==> src/pkg/cab_pkg.sv <==
package cab_pkg;

   // Status register bit positions
   localparam int ST_C = 0;
   localparam int ST_Z = 1;
   localparam int ST_N = 2;
   localparam int ST_V = 3;
   localparam int ST_S = 4;
   localparam int ST_H = 5;
   localparam int ST_T = 6;
   localparam int ST_I = 7;

   // Values after reset
   localparam logic [7:0] STATUS_RST = 8'h00;
   localparam logic [15:0] PC_RST = 16'h0000;

   // Byte constants used by the arithmetic
   localparam logic [7:0] ALL_ONES = 8'hFF;
   localparam logic [7:0] ZERO_BYTE = 8'h00;
   localparam logic [7:0] SIGN_MAX = 8'h7F;
   localparam logic [7:0] SIGN_MIN = 8'h80;

   // Which status bits each instruction class updates
   localparam logic [7:0] UPD_ARITH = 8'h2F;
   localparam logic [7:0] UPD_LOGIC = 8'h0E;
   localparam logic [7:0] UPD_ONES = 8'h0F;
   localparam logic [7:0] UPD_WORD = 8'h1F;
   localparam logic [7:0] UPD_MUL = 8'h03;
   localparam logic [7:0] UPD_NONE = 8'h00;

   // Cycle counts
   localparam logic [2:0] CYC_ONE = 3'h1;
   localparam logic [2:0] CYC_WORD = 3'h2;
   localparam logic [2:0] CYC_MUL = 3'h2;
   localparam logic [2:0] CYC_REL_JUMP = 3'h2;
   localparam logic [2:0] CYC_PTR_JUMP = 3'h2;
   localparam logic [2:0] CYC_ABS_JUMP = 3'h3;
   localparam logic [2:0] CYC_REL_CALL = 3'h3;
   localparam logic [2:0] CYC_PTR_CALL = 3'h3;
   localparam logic [2:0] CYC_ABS_CALL = 3'h4;
   localparam logic [2:0] CYC_RETURN = 3'h4;
   localparam logic [2:0] CYC_TAKEN = 3'h2;
   localparam logic [2:0] CYC_SKIP_ONE = 3'h2;
   localparam logic [2:0] CYC_SKIP_TWO = 3'h3;

   // Program counter steps in words
   localparam int STEP_NEXT = 1;
   localparam int STEP_ABS_CALL = 2;
   localparam int STEP_SKIP_ONE = 2;
   localparam int STEP_SKIP_TWO = 3;

   typedef enum logic [5:0] {
      OP_ADD, OP_ADD_CARRY, OP_ADD_IMM_WORD, OP_SUB, OP_SUB_CONSTANT, OP_SUB_WITH_CARRY,
      OP_SUB_CONSTANT_WITH_CARRY, OP_SUB_IMM_WORD, OP_AND, OP_AND_CONSTANT, OP_OR, OP_OR_CONSTANT,
      OP_XOR_REGISTERS, OP_ONES_COMPLEMENT, OP_TWOS_COMPLEMENT, OP_SET_MASK_BITS, OP_CLEAR_MASK_BITS,
      OP_INC, OP_DEC, OP_TEST_ZERO_MINUS, OP_CLEAR_REG, OP_LOAD_ALL_ONES,
      OP_MULTIPLY, OP_MULTIPLY_SIGNED, OP_MULTIPLY_SIGNED_UNSIGNED,
      OP_FRAC_MULTIPLY_UNSIGNED, OP_FRAC_MULTIPLY_SIGNED, OP_FRAC_MULTIPLY_MIXED,
      OP_RELATIVE_JUMP, OP_POINTER_JUMP, OP_ABS_JUMP, OP_RELATIVE_SUBCALL, OP_POINTER_SUBCALL,
      OP_ABS_SUBCALL, OP_SUB_RETURN, OP_INTERRUPT_RETURN,
      OP_COMPARE_SKIP_EQUAL, OP_COMPARE, OP_COMPARE_WITH_CARRY, OP_COMPARE_IMMEDIATE,
      OP_SKIP_REG_BIT_CLEAR, OP_SKIP_REG_BIT_SET, OP_SKIP_IO_BIT_CLEAR, OP_SKIP_IO_BIT_SET,
      OP_BRANCH_STATUS_BIT_SET, OP_BRANCH_STATUS_BIT_CLEAR, OP_BRANCH_EQUAL, OP_BRANCH_NOT_EQUAL,
      OP_BRANCH_CARRY_SET, OP_BRANCH_CARRY_CLEAR, OP_BRANCH_SAME_OR_HIGHER, OP_BRANCH_LOWER,
      OP_BRANCH_MINUS, OP_BRANCH_PLUS, OP_BRANCH_SIGNED_GE, OP_BRANCH_SIGNED_LT,
      OP_BRANCH_HALFCARRY_SET, OP_BRANCH_HALFCARRY_CLEAR, OP_BRANCH_TFLAG_SET, OP_BRANCH_TFLAG_CLEAR
   } cab_op_t;

   // One decoded instruction from the fetch path
   typedef struct packed {
      cab_op_t op;
      logic [7:0] a;
      logic [7:0] b;
      logic [7:0] a_hi;
      logic [11:0] k_off;
      logic [2:0] bit_sel;
      logic [7:0] io_val;
      logic [15:0] target;
      logic [15:0] z_ptr;
      logic next_two_word;
   } cab_req_t;

   // Register file write towards the partner
   typedef struct packed {
      logic en;
      logic pair;
      logic prod;
      logic [7:0] lo;
      logic [7:0] hi;
   } cab_wr_t;

endpackage : cab_pkg

==> src/verilog/cab_exec.sv <==
`timescale 1ns/10ps
// Contract
// - Add, add-carry: store sum, ZCNVH, one cycle
// - Subtracts: store difference, ZCNVH, one cycle
// - Word add/sub immediate: pair, ZCNVS, two cycles
// - And, or, xor: store, ZNV, one cycle
// - Ones complement ZCNV; twos complement adds H
// - Mask set/clear ZNV; all ones: no flags
// - Inc, dec, test, clear: only ZNV flags
// - Multiplies: product to pair zero, ZC, two cycles
// - Fractional multiplies shift product left one
// - Jumps: relative/pointer two cycles, absolute three
// - Calls: relative/pointer three cycles, absolute four
// - Compare-skip-equal skips next, one/two/three cycles
// - Compares: subtract, no store, ZNVCH, one cycle
// - Register bit skips, flags untouched, 1/2/3
// - I/O bit skips, PC plus one, two or three
// - Status bit branches: 1 untaken, 2 taken
// - Named branches test Z, C, N, H, T
// - Same-or-higher on C=0, lower on C=1
// - Signed ge on N^V=0, lt on N^V=1
module cab_exec
#(
   parameter int PC_W = 13
)
(
   // Clock and reset
   input wire logic core_clk,
   input wire logic rstn,
   // Instruction from the fetch path
   input wire logic req_valid,
   output logic req_ready,
   input wire cab_pkg::cab_req_t req_i,
   // Register file write
   output cab_pkg::cab_wr_t wr_r,
   // Stack
   input wire logic [15:0] stack_pc_i,
   output logic push_en_r,
   output logic [15:0] push_pc_r,
   output logic pop_en_r,
   // Core state
   output logic [PC_W-1:0] pc_r,
   output logic [7:0] status_r
);
   if (PC_W < 9 || PC_W > 16)
   begin : g_pc_w_check
      $error("cab_exec: PC_W must lie in 9..16");
   end

   function automatic logic [10:0] add8(input logic [7:0] x, input logic [7:0] y, input logic ci);
      logic [8:0] s;
      logic [4:0] n;
      s = {1'b0, x} + {1'b0, y} + {8'h00, ci};
      n = {1'b0, x[3:0]} + {1'b0, y[3:0]} + {4'h0, ci};
      return {n[4], (x[7] == y[7]) && (s[7] != x[7]), s[8], s[7:0]};
   endfunction : add8

   function automatic logic [10:0] sub8(input logic [7:0] x, input logic [7:0] y, input logic ci);
      logic [8:0] s;
      logic [4:0] n;
      s = {1'b0, x} - {1'b0, y} - {8'h00, ci};
      n = {1'b0, x[3:0]} - {1'b0, y[3:0]} - {4'h0, ci};
      return {n[4], (x[7] != y[7]) && (s[7] != x[7]), s[8], s[7:0]};
   endfunction : sub8

   logic issue;
   logic [2:0] cnt_r;
   logic mul_pend_r;
   logic [10:0] add_r;
   logic [10:0] sub_r;
   logic [10:0] neg_r;
   logic [16:0] wsum;
   logic chain_c;
   logic [7:0] res;
   logic h, v, c, n, z, taken, skip, word, mul_go;
   logic [7:0] upd;
   logic [7:0] st_nxt;
   logic [PC_W-1:0] pc_one;
   logic [PC_W-1:0] pc_rel;
   logic [PC_W-1:0] pc_nxt;
   logic [2:0] cyc_nxt;
   cab_pkg::cab_wr_t wr_nxt;
   logic push_nxt;
   logic pop_nxt;
   logic [15:0] ret_nxt;
   logic [15:0] mul_prod;
   logic mul_c, mul_z;
   logic sgn_x, sgn_y, frac;

   // One instruction at a time: the counter holds off the next one
   assign req_ready = (cnt_r == 3'h0);
   assign issue = req_valid && req_ready;

   assign pc_one = pc_r + PC_W'(cab_pkg::STEP_NEXT);
   assign pc_rel = pc_one + PC_W'($signed(req_i.k_off));
   assign chain_c = (req_i.op == cab_pkg::OP_ADD_CARRY) || (req_i.op == cab_pkg::OP_SUB_WITH_CARRY) ||
      (req_i.op == cab_pkg::OP_SUB_CONSTANT_WITH_CARRY) || (req_i.op == cab_pkg::OP_COMPARE_WITH_CARRY);
   assign add_r = add8(req_i.a, req_i.b, chain_c & status_r[cab_pkg::ST_C]);
   assign sub_r = sub8(req_i.a, req_i.b, chain_c & status_r[cab_pkg::ST_C]);
   assign neg_r = sub8(cab_pkg::ZERO_BYTE, req_i.a, 1'b0);

   // Branch condition on the current status bits
   always_comb
   begin
      case (req_i.op)
         cab_pkg::OP_BRANCH_STATUS_BIT_SET: taken = status_r[req_i.bit_sel];
         cab_pkg::OP_BRANCH_STATUS_BIT_CLEAR: taken = !status_r[req_i.bit_sel];
         cab_pkg::OP_BRANCH_EQUAL: taken = status_r[cab_pkg::ST_Z];
         cab_pkg::OP_BRANCH_NOT_EQUAL: taken = !status_r[cab_pkg::ST_Z];
         cab_pkg::OP_BRANCH_CARRY_SET: taken = status_r[cab_pkg::ST_C];
         cab_pkg::OP_BRANCH_CARRY_CLEAR: taken = !status_r[cab_pkg::ST_C];
         cab_pkg::OP_BRANCH_MINUS: taken = status_r[cab_pkg::ST_N];
         cab_pkg::OP_BRANCH_PLUS: taken = !status_r[cab_pkg::ST_N];
         cab_pkg::OP_BRANCH_HALFCARRY_SET: taken = status_r[cab_pkg::ST_H];
         cab_pkg::OP_BRANCH_HALFCARRY_CLEAR: taken = !status_r[cab_pkg::ST_H];
         cab_pkg::OP_BRANCH_TFLAG_SET: taken = status_r[cab_pkg::ST_T];
         cab_pkg::OP_BRANCH_TFLAG_CLEAR: taken = !status_r[cab_pkg::ST_T];
         cab_pkg::OP_BRANCH_SAME_OR_HIGHER: taken = !status_r[cab_pkg::ST_C];
         cab_pkg::OP_BRANCH_LOWER: taken = status_r[cab_pkg::ST_C];
         cab_pkg::OP_BRANCH_SIGNED_GE: taken = !(status_r[cab_pkg::ST_N] ^ status_r[cab_pkg::ST_V]);
         cab_pkg::OP_BRANCH_SIGNED_LT: taken = status_r[cab_pkg::ST_N] ^ status_r[cab_pkg::ST_V];
         default: taken = 1'b0;
      endcase
   end

   // Skip condition
   always_comb
   begin
      case (req_i.op)
         cab_pkg::OP_COMPARE_SKIP_EQUAL: skip = (req_i.a == req_i.b);
         cab_pkg::OP_SKIP_REG_BIT_CLEAR: skip = !req_i.a[req_i.bit_sel];
         cab_pkg::OP_SKIP_REG_BIT_SET: skip = req_i.a[req_i.bit_sel];
         cab_pkg::OP_SKIP_IO_BIT_CLEAR: skip = !req_i.io_val[req_i.bit_sel];
         cab_pkg::OP_SKIP_IO_BIT_SET: skip = req_i.io_val[req_i.bit_sel];
         default: skip = 1'b0;
      endcase
   end

   // Result, flags, next PC and cycle count of the offered instruction
   always_comb
   begin
      res = cab_pkg::ZERO_BYTE;
      {h, v, c} = 3'b000;
      upd = cab_pkg::UPD_NONE;
      word = 1'b0;
      wsum = 17'h00000;
      wr_nxt = '0;
      pc_nxt = pc_one;
      cyc_nxt = cab_pkg::CYC_ONE;
      push_nxt = 1'b0;
      pop_nxt = 1'b0;
      ret_nxt = 16'(pc_one);
      mul_go = 1'b0;
      case (req_i.op)
         cab_pkg::OP_ADD, cab_pkg::OP_ADD_CARRY:
            {h, v, c, res} = add_r;
         cab_pkg::OP_SUB, cab_pkg::OP_SUB_CONSTANT, cab_pkg::OP_SUB_WITH_CARRY,
         cab_pkg::OP_SUB_CONSTANT_WITH_CARRY, cab_pkg::OP_COMPARE, cab_pkg::OP_COMPARE_WITH_CARRY,
         cab_pkg::OP_COMPARE_IMMEDIATE:
            {h, v, c, res} = sub_r;
         cab_pkg::OP_AND, cab_pkg::OP_AND_CONSTANT: res = req_i.a & req_i.b;
         cab_pkg::OP_OR, cab_pkg::OP_OR_CONSTANT, cab_pkg::OP_SET_MASK_BITS: res = req_i.a | req_i.b;
         cab_pkg::OP_XOR_REGISTERS: res = req_i.a ^ req_i.b;
         cab_pkg::OP_CLEAR_MASK_BITS: res = req_i.a & (cab_pkg::ALL_ONES - req_i.b);
         cab_pkg::OP_LOAD_ALL_ONES: res = cab_pkg::ALL_ONES;
         cab_pkg::OP_ONES_COMPLEMENT: {c, res} = {1'b1, cab_pkg::ALL_ONES - req_i.a};
         cab_pkg::OP_TWOS_COMPLEMENT: {h, v, c, res} = neg_r;
         cab_pkg::OP_INC: {v, res} = {req_i.a == cab_pkg::SIGN_MAX, req_i.a + 8'h01};
         cab_pkg::OP_DEC: {v, res} = {req_i.a == cab_pkg::SIGN_MIN, req_i.a - 8'h01};
         cab_pkg::OP_TEST_ZERO_MINUS: res = req_i.a & req_i.a;
         cab_pkg::OP_CLEAR_REG: res = req_i.a ^ req_i.a;
         cab_pkg::OP_ADD_IMM_WORD:
         begin
            wsum = {1'b0, req_i.a_hi, req_i.a} + {11'h000, req_i.b[5:0]};
            v = !req_i.a_hi[7] && wsum[15];
            c = req_i.a_hi[7] && !wsum[15];
         end
         cab_pkg::OP_SUB_IMM_WORD:
         begin
            wsum = {1'b0, req_i.a_hi, req_i.a} - {11'h000, req_i.b[5:0]};
            v = req_i.a_hi[7] && !wsum[15];
            c = !req_i.a_hi[7] && wsum[15];
         end
         cab_pkg::OP_RELATIVE_JUMP: {pc_nxt, cyc_nxt} = {pc_rel, cab_pkg::CYC_REL_JUMP};
         cab_pkg::OP_POINTER_JUMP: {pc_nxt, cyc_nxt} = {req_i.z_ptr[PC_W-1:0], cab_pkg::CYC_PTR_JUMP};
         cab_pkg::OP_ABS_JUMP: {pc_nxt, cyc_nxt} = {req_i.target[PC_W-1:0], cab_pkg::CYC_ABS_JUMP};
         cab_pkg::OP_RELATIVE_SUBCALL: {push_nxt, pc_nxt, cyc_nxt} = {1'b1, pc_rel, cab_pkg::CYC_REL_CALL};
         cab_pkg::OP_POINTER_SUBCALL:
            {push_nxt, pc_nxt, cyc_nxt} = {1'b1, req_i.z_ptr[PC_W-1:0], cab_pkg::CYC_PTR_CALL};
         cab_pkg::OP_ABS_SUBCALL:
         begin
            {push_nxt, pc_nxt, cyc_nxt} = {1'b1, req_i.target[PC_W-1:0], cab_pkg::CYC_ABS_CALL};
            ret_nxt = 16'(pc_r + PC_W'(cab_pkg::STEP_ABS_CALL));
         end
         cab_pkg::OP_SUB_RETURN, cab_pkg::OP_INTERRUPT_RETURN:
            {pop_nxt, pc_nxt, cyc_nxt} = {1'b1, stack_pc_i[PC_W-1:0], cab_pkg::CYC_RETURN};
         // multiplier result arrives one cycle later
         cab_pkg::OP_MULTIPLY, cab_pkg::OP_MULTIPLY_SIGNED, cab_pkg::OP_MULTIPLY_SIGNED_UNSIGNED,
         cab_pkg::OP_FRAC_MULTIPLY_UNSIGNED, cab_pkg::OP_FRAC_MULTIPLY_SIGNED,
         cab_pkg::OP_FRAC_MULTIPLY_MIXED:
            {mul_go, cyc_nxt} = {1'b1, cab_pkg::CYC_MUL};
         default:
         begin
            // skip length follows the skipped instruction
            if (skip)
            begin
               pc_nxt = req_i.next_two_word ? pc_r + PC_W'(cab_pkg::STEP_SKIP_TWO)
                                            : pc_r + PC_W'(cab_pkg::STEP_SKIP_ONE);
               cyc_nxt = req_i.next_two_word ? cab_pkg::CYC_SKIP_TWO : cab_pkg::CYC_SKIP_ONE;
            end
            // taken branch costs one extra cycle
            else if (taken)
            begin
               pc_nxt = pc_rel;
               cyc_nxt = cab_pkg::CYC_TAKEN;
            end
         end
      endcase
      case (req_i.op)
         cab_pkg::OP_ADD, cab_pkg::OP_ADD_CARRY, cab_pkg::OP_SUB, cab_pkg::OP_SUB_CONSTANT,
         cab_pkg::OP_SUB_WITH_CARRY, cab_pkg::OP_SUB_CONSTANT_WITH_CARRY, cab_pkg::OP_TWOS_COMPLEMENT:
            {upd, wr_nxt.en} = {cab_pkg::UPD_ARITH, 1'b1};
         cab_pkg::OP_COMPARE, cab_pkg::OP_COMPARE_WITH_CARRY, cab_pkg::OP_COMPARE_IMMEDIATE:
            upd = cab_pkg::UPD_ARITH;
         cab_pkg::OP_AND, cab_pkg::OP_AND_CONSTANT, cab_pkg::OP_OR, cab_pkg::OP_OR_CONSTANT,
         cab_pkg::OP_XOR_REGISTERS, cab_pkg::OP_SET_MASK_BITS, cab_pkg::OP_CLEAR_MASK_BITS,
         cab_pkg::OP_INC, cab_pkg::OP_DEC, cab_pkg::OP_TEST_ZERO_MINUS, cab_pkg::OP_CLEAR_REG:
            {upd, wr_nxt.en} = {cab_pkg::UPD_LOGIC, 1'b1};
         cab_pkg::OP_ONES_COMPLEMENT: {upd, wr_nxt.en} = {cab_pkg::UPD_ONES, 1'b1};
         // all ones leaves the flags alone
         cab_pkg::OP_LOAD_ALL_ONES: wr_nxt.en = 1'b1;
         cab_pkg::OP_ADD_IMM_WORD, cab_pkg::OP_SUB_IMM_WORD:
         begin
            {upd, wr_nxt.pair, word, cyc_nxt} = {cab_pkg::UPD_WORD, 1'b1, 1'b1, cab_pkg::CYC_WORD};
            res = wsum[7:0];
         end
         default: upd = cab_pkg::UPD_NONE;
      endcase
      wr_nxt.lo = res;
      wr_nxt.hi = wsum[15:8];
      n = word ? wsum[15] : res[7];
      // Carry-chained subtracts only keep Z set across a zero result
      z = word ? (wsum[15:0] == 16'h0000) : (res == cab_pkg::ZERO_BYTE) &&
         (!(chain_c && req_i.op != cab_pkg::OP_ADD_CARRY) || status_r[cab_pkg::ST_Z]);
      st_nxt = status_r & ~upd;
      st_nxt = st_nxt | (upd & {2'b00, h, n ^ v, v, n, z, c});
   end

   assign sgn_x = (req_i.op == cab_pkg::OP_MULTIPLY_SIGNED) || (req_i.op == cab_pkg::OP_MULTIPLY_SIGNED_UNSIGNED) ||
      (req_i.op == cab_pkg::OP_FRAC_MULTIPLY_SIGNED) || (req_i.op == cab_pkg::OP_FRAC_MULTIPLY_MIXED);
   assign sgn_y = (req_i.op == cab_pkg::OP_MULTIPLY_SIGNED) || (req_i.op == cab_pkg::OP_FRAC_MULTIPLY_SIGNED);
   assign frac = (req_i.op == cab_pkg::OP_FRAC_MULTIPLY_UNSIGNED) ||
      (req_i.op == cab_pkg::OP_FRAC_MULTIPLY_SIGNED) || (req_i.op == cab_pkg::OP_FRAC_MULTIPLY_MIXED);

   cab_mult u_mult
   (
      .core_clk(core_clk),
      .rstn(rstn),
      .start(issue && mul_go),
      .x(req_i.a),
      .y(req_i.b),
      .sgn_x(sgn_x),
      .sgn_y(sgn_y),
      .frac(frac),
      .prod_r(mul_prod),
      .carry_r(mul_c),
      .zero_r(mul_z)
   );

   // Busy counter
   always_ff @(posedge core_clk)
   begin
      if (!rstn)
         cnt_r <= 3'h0;
      else if (issue)
         cnt_r <= cyc_nxt - 3'h1;
      else if (cnt_r != 3'h0)
         cnt_r <= cnt_r - 3'h1;
   end

   // Results, flags, stack traffic; a multiply writes back in its second cycle
   always_ff @(posedge core_clk)
   begin
      if (!rstn)
      begin
         mul_pend_r <= 1'b0;
         wr_r <= '0;
         status_r <= cab_pkg::STATUS_RST;
         push_en_r <= 1'b0;
         push_pc_r <= 16'h0000;
         pop_en_r <= 1'b0;
      end
      else
      begin
         mul_pend_r <= issue && mul_go;
         push_en_r <= issue && push_nxt;
         pop_en_r <= issue && pop_nxt;
         if (issue && push_nxt)
            push_pc_r <= ret_nxt;
         if (mul_pend_r)
         begin
            wr_r <= '{en: 1'b0, pair: 1'b0, prod: 1'b1, lo: mul_prod[7:0], hi: mul_prod[15:8]};
            status_r <= (status_r & ~cab_pkg::UPD_MUL) | {6'h00, mul_z, mul_c};
         end
         else if (issue)
         begin
            wr_r <= wr_nxt;
            status_r <= (req_i.op == cab_pkg::OP_INTERRUPT_RETURN) ? (st_nxt | 8'h80) : st_nxt;
         end
         else
            wr_r <= '0;
      end
   end

   // Program counter
   always_ff @(posedge core_clk)
   begin
      if (!rstn)
         pc_r <= cab_pkg::PC_RST[PC_W-1:0];
      else if (issue)
         pc_r <= pc_nxt;
   end
endmodule : cab_exec

==> src/verilog/cab_mult.sv <==
`timescale 1ns/10ps
module cab_mult
(
   // Clock and reset
   input wire logic core_clk,
   input wire logic rstn,
   // Operands
   input wire logic start,
   input wire logic [7:0] x,
   input wire logic [7:0] y,
   input wire logic sgn_x,
   input wire logic sgn_y,
   input wire logic frac,
   // Registered product
   output logic [15:0] prod_r,
   output logic carry_r,
   output logic zero_r
);
   logic signed [17:0] full;
   logic [15:0] shaped;

   assign full = $signed({sgn_x & x[7], x}) * $signed({sgn_y & y[7], y});
   // Carry is the product's top bit before the fractional shift
   assign shaped = frac ? {full[14:0], 1'b0} : full[15:0];

   always_ff @(posedge core_clk)
   begin
      if (!rstn)
      begin
         prod_r <= 16'h0000;
         carry_r <= 1'b0;
         zero_r <= 1'b0;
      end
      else if (start)
      begin
         prod_r <= shaped;
         carry_r <= full[15];
         zero_r <= (shaped == 16'h0000);
      end
   end
endmodule : cab_mult
==> config.mk <==
export PLATFORM = sky130hd
export DESIGN_NAME = cab_exec
export DESIGN_NICKNAME = d
export VERILOG_FILES = /design/src/pkg/cab_pkg.sv /design/src/verilog/cab_exec.sv /design/src/verilog/cab_mult.sv
export SDC_FILE = /design/constraint.sdc
export NUM_CORES = 1
export LEC_CHECK = 0
export ABC_AREA = 1
export BUFFER_PORTS_ARGS = -buffer_cell sky130_fd_sc_hd__buf_2
export CAP_MARGIN = 10
export CORE_MARGIN = 3
export CORE_UTILIZATION = 65
export DETAILED_ROUTE_END_ITERATION = 16
export GPL_TIMING_DRIVEN = 0
export PLACE_DENSITY = 0.95
export REMOVE_ABC_BUFFERS = 1
export SYNTH_ARGS = -nofsm -noshare
export SYNTH_HDL_FRONTEND = slang
export SYNTH_SLANG_ARGS = --single-unit
==> constraint.sdc <==
create_clock -name core_clk -period 12.31 [get_ports core_clk]
set_input_delay 0.6155 -clock core_clk [delete_from_list [all_inputs] [get_ports core_clk]]
set_output_delay 0.6155 -clock core_clk [all_outputs]
set_load 0.005 [all_outputs]
==> results by group, run 1 <==
Placed design
  – Placement-stage cell area: 13200 µm²
  – Setup WS pre-CTS: 5.43 ns
  – # port buffers: 151
  – Post-DP HPWL: 36.7 mm
  – RePlAce Congestion: 1.11

Worst setup path
  – Worst setup EP type: flop
  – Slowest CP cell: fa_1
  – Max FO, Critical Path: 9
  – Slowest cell delay on critical path: 0.57 ns
  – Worst endpoint required time: 12.56 ns
  – WS Path Type: input port to flop
  – Crit path top cell by count: nand2_1
  – CP Launch Type: input port
  – Crit path arrival time: 7.02 ns

Layout
  – Layout cells sized above 1: 9.81%
  – Fill cell count: 1585
  – Nets@finish: 2430
  – Post-route cell area: 13500 µm²
  – Post-layout util: 73.5%
  – Area growth from synthesis to layout: 8.57%

Synth
  – Cell taking the most area after synthesis: nand2_1
  – Commonest cells post-synth: nand2_1, inv_1, nor2_1, nand3_1, o21ai_0
  – Synth Area in Compound Gates: 14.8%
  – Mapped Area: 12400 µm²
  – Mux share of post-synthesis cell area: 0.0804%
  – #FFs+latches synth: 77
  – Synth unique cells: 56
  – Syn. warnings: 0
  – Count leader, synth: nand2_1
  – Post-synth EDFFs: 0
  – Synth Area in Adders: 21.3%
  – FFs w/ async S/R, synth: 0%
  – Synth top area share: 16.4%
  – Main combinational cell family by area after synthesis: simple AND/OR/NAND/NOR gates
  – Simple-Gate Fraction of Synth Area: 33.8%
  – Post-Synthesis Cells: 2060
  – Syn_area_per_cell: 6.04 µm²
  – Synth Area in XOR/XNOR: 4.15%
  – Post-synthesis sequential area ratio: 12.4%
  – Largest cells by area after synthesis: nand2_1, dfxtp_1, fa_1
  – Synth Flop Type: dfxtp_1

Floorplan
  – Die area: 20800 µm²
  – Rows: 49
  – Die Y: 144 µm
  – Die W: 144 µm
  – Initial Util: 67.7%
  – I/O pin count: 164
  – Total core area: 18400 µm²

Global routing
  – Vias in the first global route: 13435
  – Total gr overflow: 0
  – Largest net degree at the start of global routing: 37
  – Global-route usage over all layers: 43.5%
  – Antenna violations before repair: 1
  – First-pass GRT wire length: 70.9 mm

Timing
  – Final period util: 55.0%
  – Tmin final: 6.77 ns
  – Final setup fails: 0
  – Setup ws final: 5.54 ns
  – Worst slew pin tran: 1.40 ns
  – Fmax: 148 MHz
  – Pins over their slew limit: 0
  – Clk_skew: 0.00911 ns
  – Final hold vios: 0
  – RSZ-0062 raised after global routing: no
  – Setup TNS: 0 ns
  – Rel. slew slack: 5.75%

Clock network
  – TritonCTS clock tree: built
  – Post_cts resized: 0
  – Clock slew at reported path FFs: 0.07 ns
  – CTS Sinks: 77
  – Htree depth: 3
  – CTS buffer count: 9
  – Root buffer cell: clkbuf_16
  – Worst skew pair latency: 0.35 ns
  – Hold buffers post-CTS: 0
  – Post-CTS setup buffers: 0
  – CTS Buffer Depth: 2

Drt
  – Routed len/inst: 19.2 µm
  – DRC viols: 0
  – Via count: 14636
  – Detailed router's first-iteration violation count: 1951
  – Antenna-violating nets left: 0
  – DR vias/cell: 6.12
  – First-pass detailed-route iteration total: 6
  – Routed wire length: 46.0 mm

Worst hold path
  – Tightest Hold Check Type: flop to flop

Pwr
  – Power Dens Cells: 120 nW/µm²
  – Maximum vdd drop: 0.000183 V
  – LEAKAGE: 7.49 nW

Run
  – Max Cap Viol: 0

Run status
  – Status: complete, no violations
[metal layers]
| layer | up-vias | wire length [µm] | global-route usage (%) |
|---|---|---|---|
| met4 | 0 | 2250 | 17.7 |
| met3 | 166 | 6320 | 11.6 |
| li1 | 6746 | - | - |
| met2 | 1028 | 20000 | 66.7 |
| met1 | 6696 | 17500 | 58.5 |
| met5 | - | 0 | 0 |
[stage by stage]
step / hold slack, ns / cells / total power [mW]
after floorplan: 0.423 / 1993 / 1.00
after global placement: 0.435 / 2373 / 1.26
after detailed placement: 0.444 / 2373 / 1.29
after CTS: 0.464 / 2389 / 1.58
after global routing: 0.488 / 2391 / 1.74
final: 0.468 / 2391 / 1.62
[area by class of cell]
class | count | area, µm² | area share [%]
clock inverter | 7 | 86.3 | 0.639
antenna | 1 | 2.50 | 0.0185
sequential | 77 | 1540 | 11.4
timing repair buffer | 152 | 763 | 5.65
clock buffer | 9 | 225 | 1.67
multi-input combinational | 1551 | 9240 | 68.4
inverter | 365 | 1370 | 10.1
tap | 229 | 287 | 2.12
[state kept, by name (all words and copies together), names as in the netlist, named ones only]
| signal | count |
|---|---|
| mul_pend_r | 1 |
| pop_en_r | 1 |
| push_pc_r | 14 |
| wr_r | 19 |
| cnt_r | 3 |
| u_mult.prod_r | 16 |
| u_mult.carry_r | 1 |
| u_mult.zero_r | 1 |
| push_en_r | 1 |
| status_r | 5 |
| pc_r | 13 |
[cell usage in the layout, fill, tap and decap left out, drive strengths merged, types with 2 or more instances in the layout]
| master | netlist | final |
|---|---|---|
| o22ai | 4 | 4 |
| a22oi | 5 | 5 |
| o21bai | 3 | 3 |
| o2111ai | 5 | 5 |
| nand4 | 26 | 26 |
| nor3 | 30 | 30 |
| xnor2 | 10 | 10 |
| a211oi | 6 | 6 |
| ha | 98 | 98 |
| conb | 1 | 3 |
| or2 | 6 | 6 |
| nand2 | 552 | 552 |
| inv | 362 | 367 |
| o21ai | 128 | 128 |
| a31oi | 10 | 10 |
| nand3 | 164 | 164 |
| a22o | 12 | 12 |
| clkinv | 3 | 3 |
| o211ai | 24 | 24 |
| a221oi | 2 | 2 |
| nand3b | 2 | 2 |
| buf | 34 | 151 |
| dfxtp | 77 | 77 |
| nor4 | 7 | 7 |
| nor2 | 203 | 203 |
| clkbuf | 35 | 10 |
| fa | 71 | 71 |
| a21oi | 119 | 119 |
| xor2 | 49 | 49 |
[cells by family after synthesis]
| family | count (synthesis) |
|---|---|
| flops | 77 |
| fa+ha+maj | 169 |
| mux | 1 |
| simple gates | 993 |
| compound gates | 326 |
| buf+inv | 434 |
| other cells | 1 |
| xor+xnor | 59 |
[final timing paths]
check             cells after the start                to              from  slack, ns
setup / recovery                     31     u_mult.zero_r         req_i[83]       5.54
hold / removal                        2  u_mult.prod_r[6]  u_mult.prod_r[6]       0.47
setup reg to reg                     22          pc_r[12]           pc_r[2]       8.65
hold reg to reg                       2  u_mult.prod_r[6]  u_mult.prod_r[6]       0.47
[where the power goes]
group	internal (mW)	total (mW)	switching, mW
registers	0.274	0.311	0.0373
clock network	0.162	0.285	0.123
logic	0.347	1.02	0.672
total	0.784	1.62	0.833
[worst max-delay path: cells and delay by family]
family	cells	cell delay, ns
fa+ha+maj	6	3.06
simple gates	14	2.23
compound gates	4	0.57
buf+inv	7	0.54
Power figures use the tool's default switching activity.
==> run 2, diff against run 1 <==
--- a/config.mk
+++ b/config.mk
@@ -9,10 +9,10 @@
 export BUFFER_PORTS_ARGS = -buffer_cell sky130_fd_sc_hd__buf_2
 export CAP_MARGIN = 10
 export CORE_MARGIN = 3
-export CORE_UTILIZATION = 65
+export CORE_UTILIZATION = 61
 export DETAILED_ROUTE_END_ITERATION = 16
 export GPL_TIMING_DRIVEN = 0
-export PLACE_DENSITY = 0.95
+export PLACE_DENSITY = 0.91
 export REMOVE_ABC_BUFFERS = 1
 export SYNTH_ARGS = -nofsm -noshare
 export SYNTH_HDL_FRONTEND = slang
==> constraint.sdc (replaced) <==
create_clock -name core_clk -period 6.5 [get_ports core_clk]
set_input_delay 0.325 -clock core_clk [delete_from_list [all_inputs] [get_ports core_clk]]
set_output_delay 0.325 -clock core_clk [all_outputs]
set_load 0.005 [all_outputs]
==> run 2 against run 1 <==
Compared with the run above: cell count is 1.6% higher; design area is 0.92% higher; die area is 6.3% higher; sequential power is 90% higher; critical path type unchanged.
==> results by group, run 2 (synthesis results as in run 1) <==
Pwr
  – LEAKAGE: 7.52 nW (was 7.49 nW)
  – Power Dens Cells: 230 nW/µm² (was 120 nW/µm²)
  – Final Power: 3.14 mW (was 1.62 mW)
  – Maximum vdd drop: 0.000422 V (was 0.000183 V)

Clock network
  – CTS Sinks: 77 (unchanged)
  – TritonCTS clock tree: built (unchanged)
  – CTS buffer count: 9 (unchanged)
  – Htree depth: 3 (unchanged)
  – Clock slew at reported path FFs: 0.07 ns (about the same)
  – CTS Buffer Depth: 2 (unchanged)
  – Worst skew pair latency: 0.35 ns (about the same)
  – Hold buffers post-CTS: 0 (unchanged)
  – Root buffer cell: clkbuf_16 (unchanged)

Layout
  – Area growth from synthesis to layout: 9.56% (was 8.57%)
  – Most frequent cells in the layout: nand2_1, inv_1, nor2_1, nand3_1, buf_2 (unchanged)
  – Commonest non-fill, non-tap cell in the layout: nand2_1 (unchanged)
  – Sequential cell area: 1540 µm² (unchanged)
  – Area of the multi-input gates: 9270 µm² (was 9240 µm²)
  – Biggest regs: wr_r: 19 flops, u_mult.prod_r: 16 flops, push_pc_r: 14 flops (unchanged)
  – Fill cell count: 1764 (was 1585)
  – Non-Filler Instances: 2430 (was 2391)
  – Post-route cell area: 13600 µm² (was 13500 µm²)
  – Most flops, register: wr_r (unchanged)
  – Nets@finish: 2431 (was 2430)
  – Post-layout util: 68.9% (was 73.5%)
  – Layout cells sized above 1: 9.99% (was 9.81%)
  – Largest register FFs: 19 (unchanged)

Placed design
  – Post-DP HPWL: 38.8 mm (was 36.7 mm)
  – # port buffers: 151 (unchanged)
  – RePlAce Congestion: 1.10 (was 1.11)
  – Cells after DPL: 2410 (was 2373)
  – Placement-stage cell area: 13200 µm² (about the same)

Worst setup path
  – Slowest cell delay on critical path: 0.60 ns (was 0.57 ns)
  – Max FO, Critical Path: 9 (unchanged)
  – CP Launch Point: req_i[80] (was req_i[83])
  – WS Path Type: input port to flop (unchanged)
  – Launching point of the worst reg2reg path: pc_r[2] (unchanged)
  – Crit path arrival time: 6.43 ns (was 7.02 ns)
  – Worst endpoint required time: 6.77 ns (was 12.56 ns)
  – CP Launch Type: input port (unchanged)
  – Slowest CP cell: fa_1 (unchanged)
  – Worst setup EP type: flop (unchanged)

Floorplan
  – Initial Util: 62.9% (was 67.7%)
  – Die W: 149 µm (was 144 µm)
  – Total core area: 19800 µm² (was 18400 µm²)
  – Rows: 51 (was 49)
  – Die Y: 149 µm (was 144 µm)
  – Die area: 22200 µm² (was 20800 µm²)
  – I/O pin count: 164 (unchanged)

Global routing
  – Total gr overflow: 0 (unchanged)
  – Largest net degree at the start of global routing: 37 (unchanged)
  – Antenna violations before repair: 4 (was 1)
  – Vias in the first global route: 14144 (was 13435)
  – Global-route usage over all layers: 43.9% (was 43.5%)
  – First-pass GRT wire length: 76.3 mm (was 70.9 mm)

Worst hold path
  – Hold path startpoint: req_valid (was u_mult.prod_r[6])
  – Tightest Hold Check Type: input port to flop (was flop to flop)

Timing
  – Rel. slew slack: 10.0% (was 5.75%)
  – RSZ-0062 raised after global routing: no (unchanged)
  – Clk_skew: 0.00660 ns (was 0.00911 ns)
  – Final hold vios: 0 (unchanged)
  – Tmin final: 6.16 ns
  – Final period util: 94.8%
  – Pins over their slew limit: 0 (unchanged)
  – Worst slew pin tran: 1.34 ns (was 1.40 ns)
  – Final setup fails: 0 (unchanged)
  – Fmax: 162 MHz

Run
  – Max Cap Viol: 0 (unchanged)

Drt
  – Antenna-violating nets left: 0 (unchanged)
  – Via count: 15023 (was 14636)
  – Detailed router's first-iteration violation count: 2181 (was 1951)
  – Routed len/inst: 20.6 µm (was 19.2 µm)
  – DRC viols: 0 (unchanged)
  – Routed wire length: 50.0 mm (was 46.0 mm)
  – First-pass detailed-route iteration total: 12 (was 6)
  – DR vias/cell: 6.18 (was 6.12)

Run status
  – Status: complete, no violations (unchanged)
==> run 2: worst max-delay path: cells and delay by family <==
| kind | cells | cell delay [ns] |
|---|---|---|
| AND/OR/NAND/NOR | 13 | 1.78 |
| AO/OA/AOI/OAI | 4 | 0.67 |
| adder cells (fa/ha/maj) | 6 | 2.88 |
| buffers and inverters | 8 | 0.79 |
==> run 2: stage by stage <==
stage | setup TNS (ns) | hold WS, ns | setup slack [ns]
floorplan | 0 | 0.423 | 1.05
global placement | 0 | 0.434 | 0.0703
detailed placement | -0.153 | 0.440 | -0.153
CTS | 0 | 0.331 | 0.171
global route | 0 | 0.333 | 0.00187
finish | 0 | 0.346 | 0.338
==> run 2: final timing paths <==
path                      endpoint  slack, ns  cells past startpoint
setup / recovery     u_mult.zero_r       0.34                     31
hold / removal            cnt_r[1]       0.35                      3
setup reg to reg           pc_r[9]       2.69                     20
hold reg to reg   u_mult.prod_r[2]       0.46                      2
==> run 2: layout make-up <==
type | count | area share (%)
Clock buffer | 9 | 1.65
Tap cell | 265 | 2.43
Timing Repair Buffer | 153 | 5.66
Multi-Input combinational cell | 1551 | 68.0
Inverter | 365 | 10.1
Antenna cell | 3 | 0.0551
Sequential cell | 77 | 11.3
Clock inverter | 7 | 0.853
==> run 2: what timing repair did <==
item	4_1_cts	5_1_grt
resized for setup	0	11
endpoints found under the setup margin	0	5
setup buffers	0	0
==> run 2: layer usage <==
| layer | wire length, µm | track usage (%) | up-vias |
|---|---|---|---|
| met2 | 21300 | 67.5 | 1200 |
| met3 | 6880 | 12.1 | 286 |
| met4 | 3390 | 23.7 | 2 |
| li1 | - | - | 6754 |
| met1 | 18400 | 56.1 | 6781 |
| met5 | 13 | 0 | - |
==> run 2: power by group <==
| part | switching [mW] | internal, mW | total (mW) | leakage, nW |
|---|---|---|---|---|
| logic | 1.30 | 0.656 | 1.96 | 6.73 |
| clock network | 0.236 | 0.347 | 0.584 | 0.167 |
| registers | 0.0720 | 0.519 | 0.591 | 0.624 |
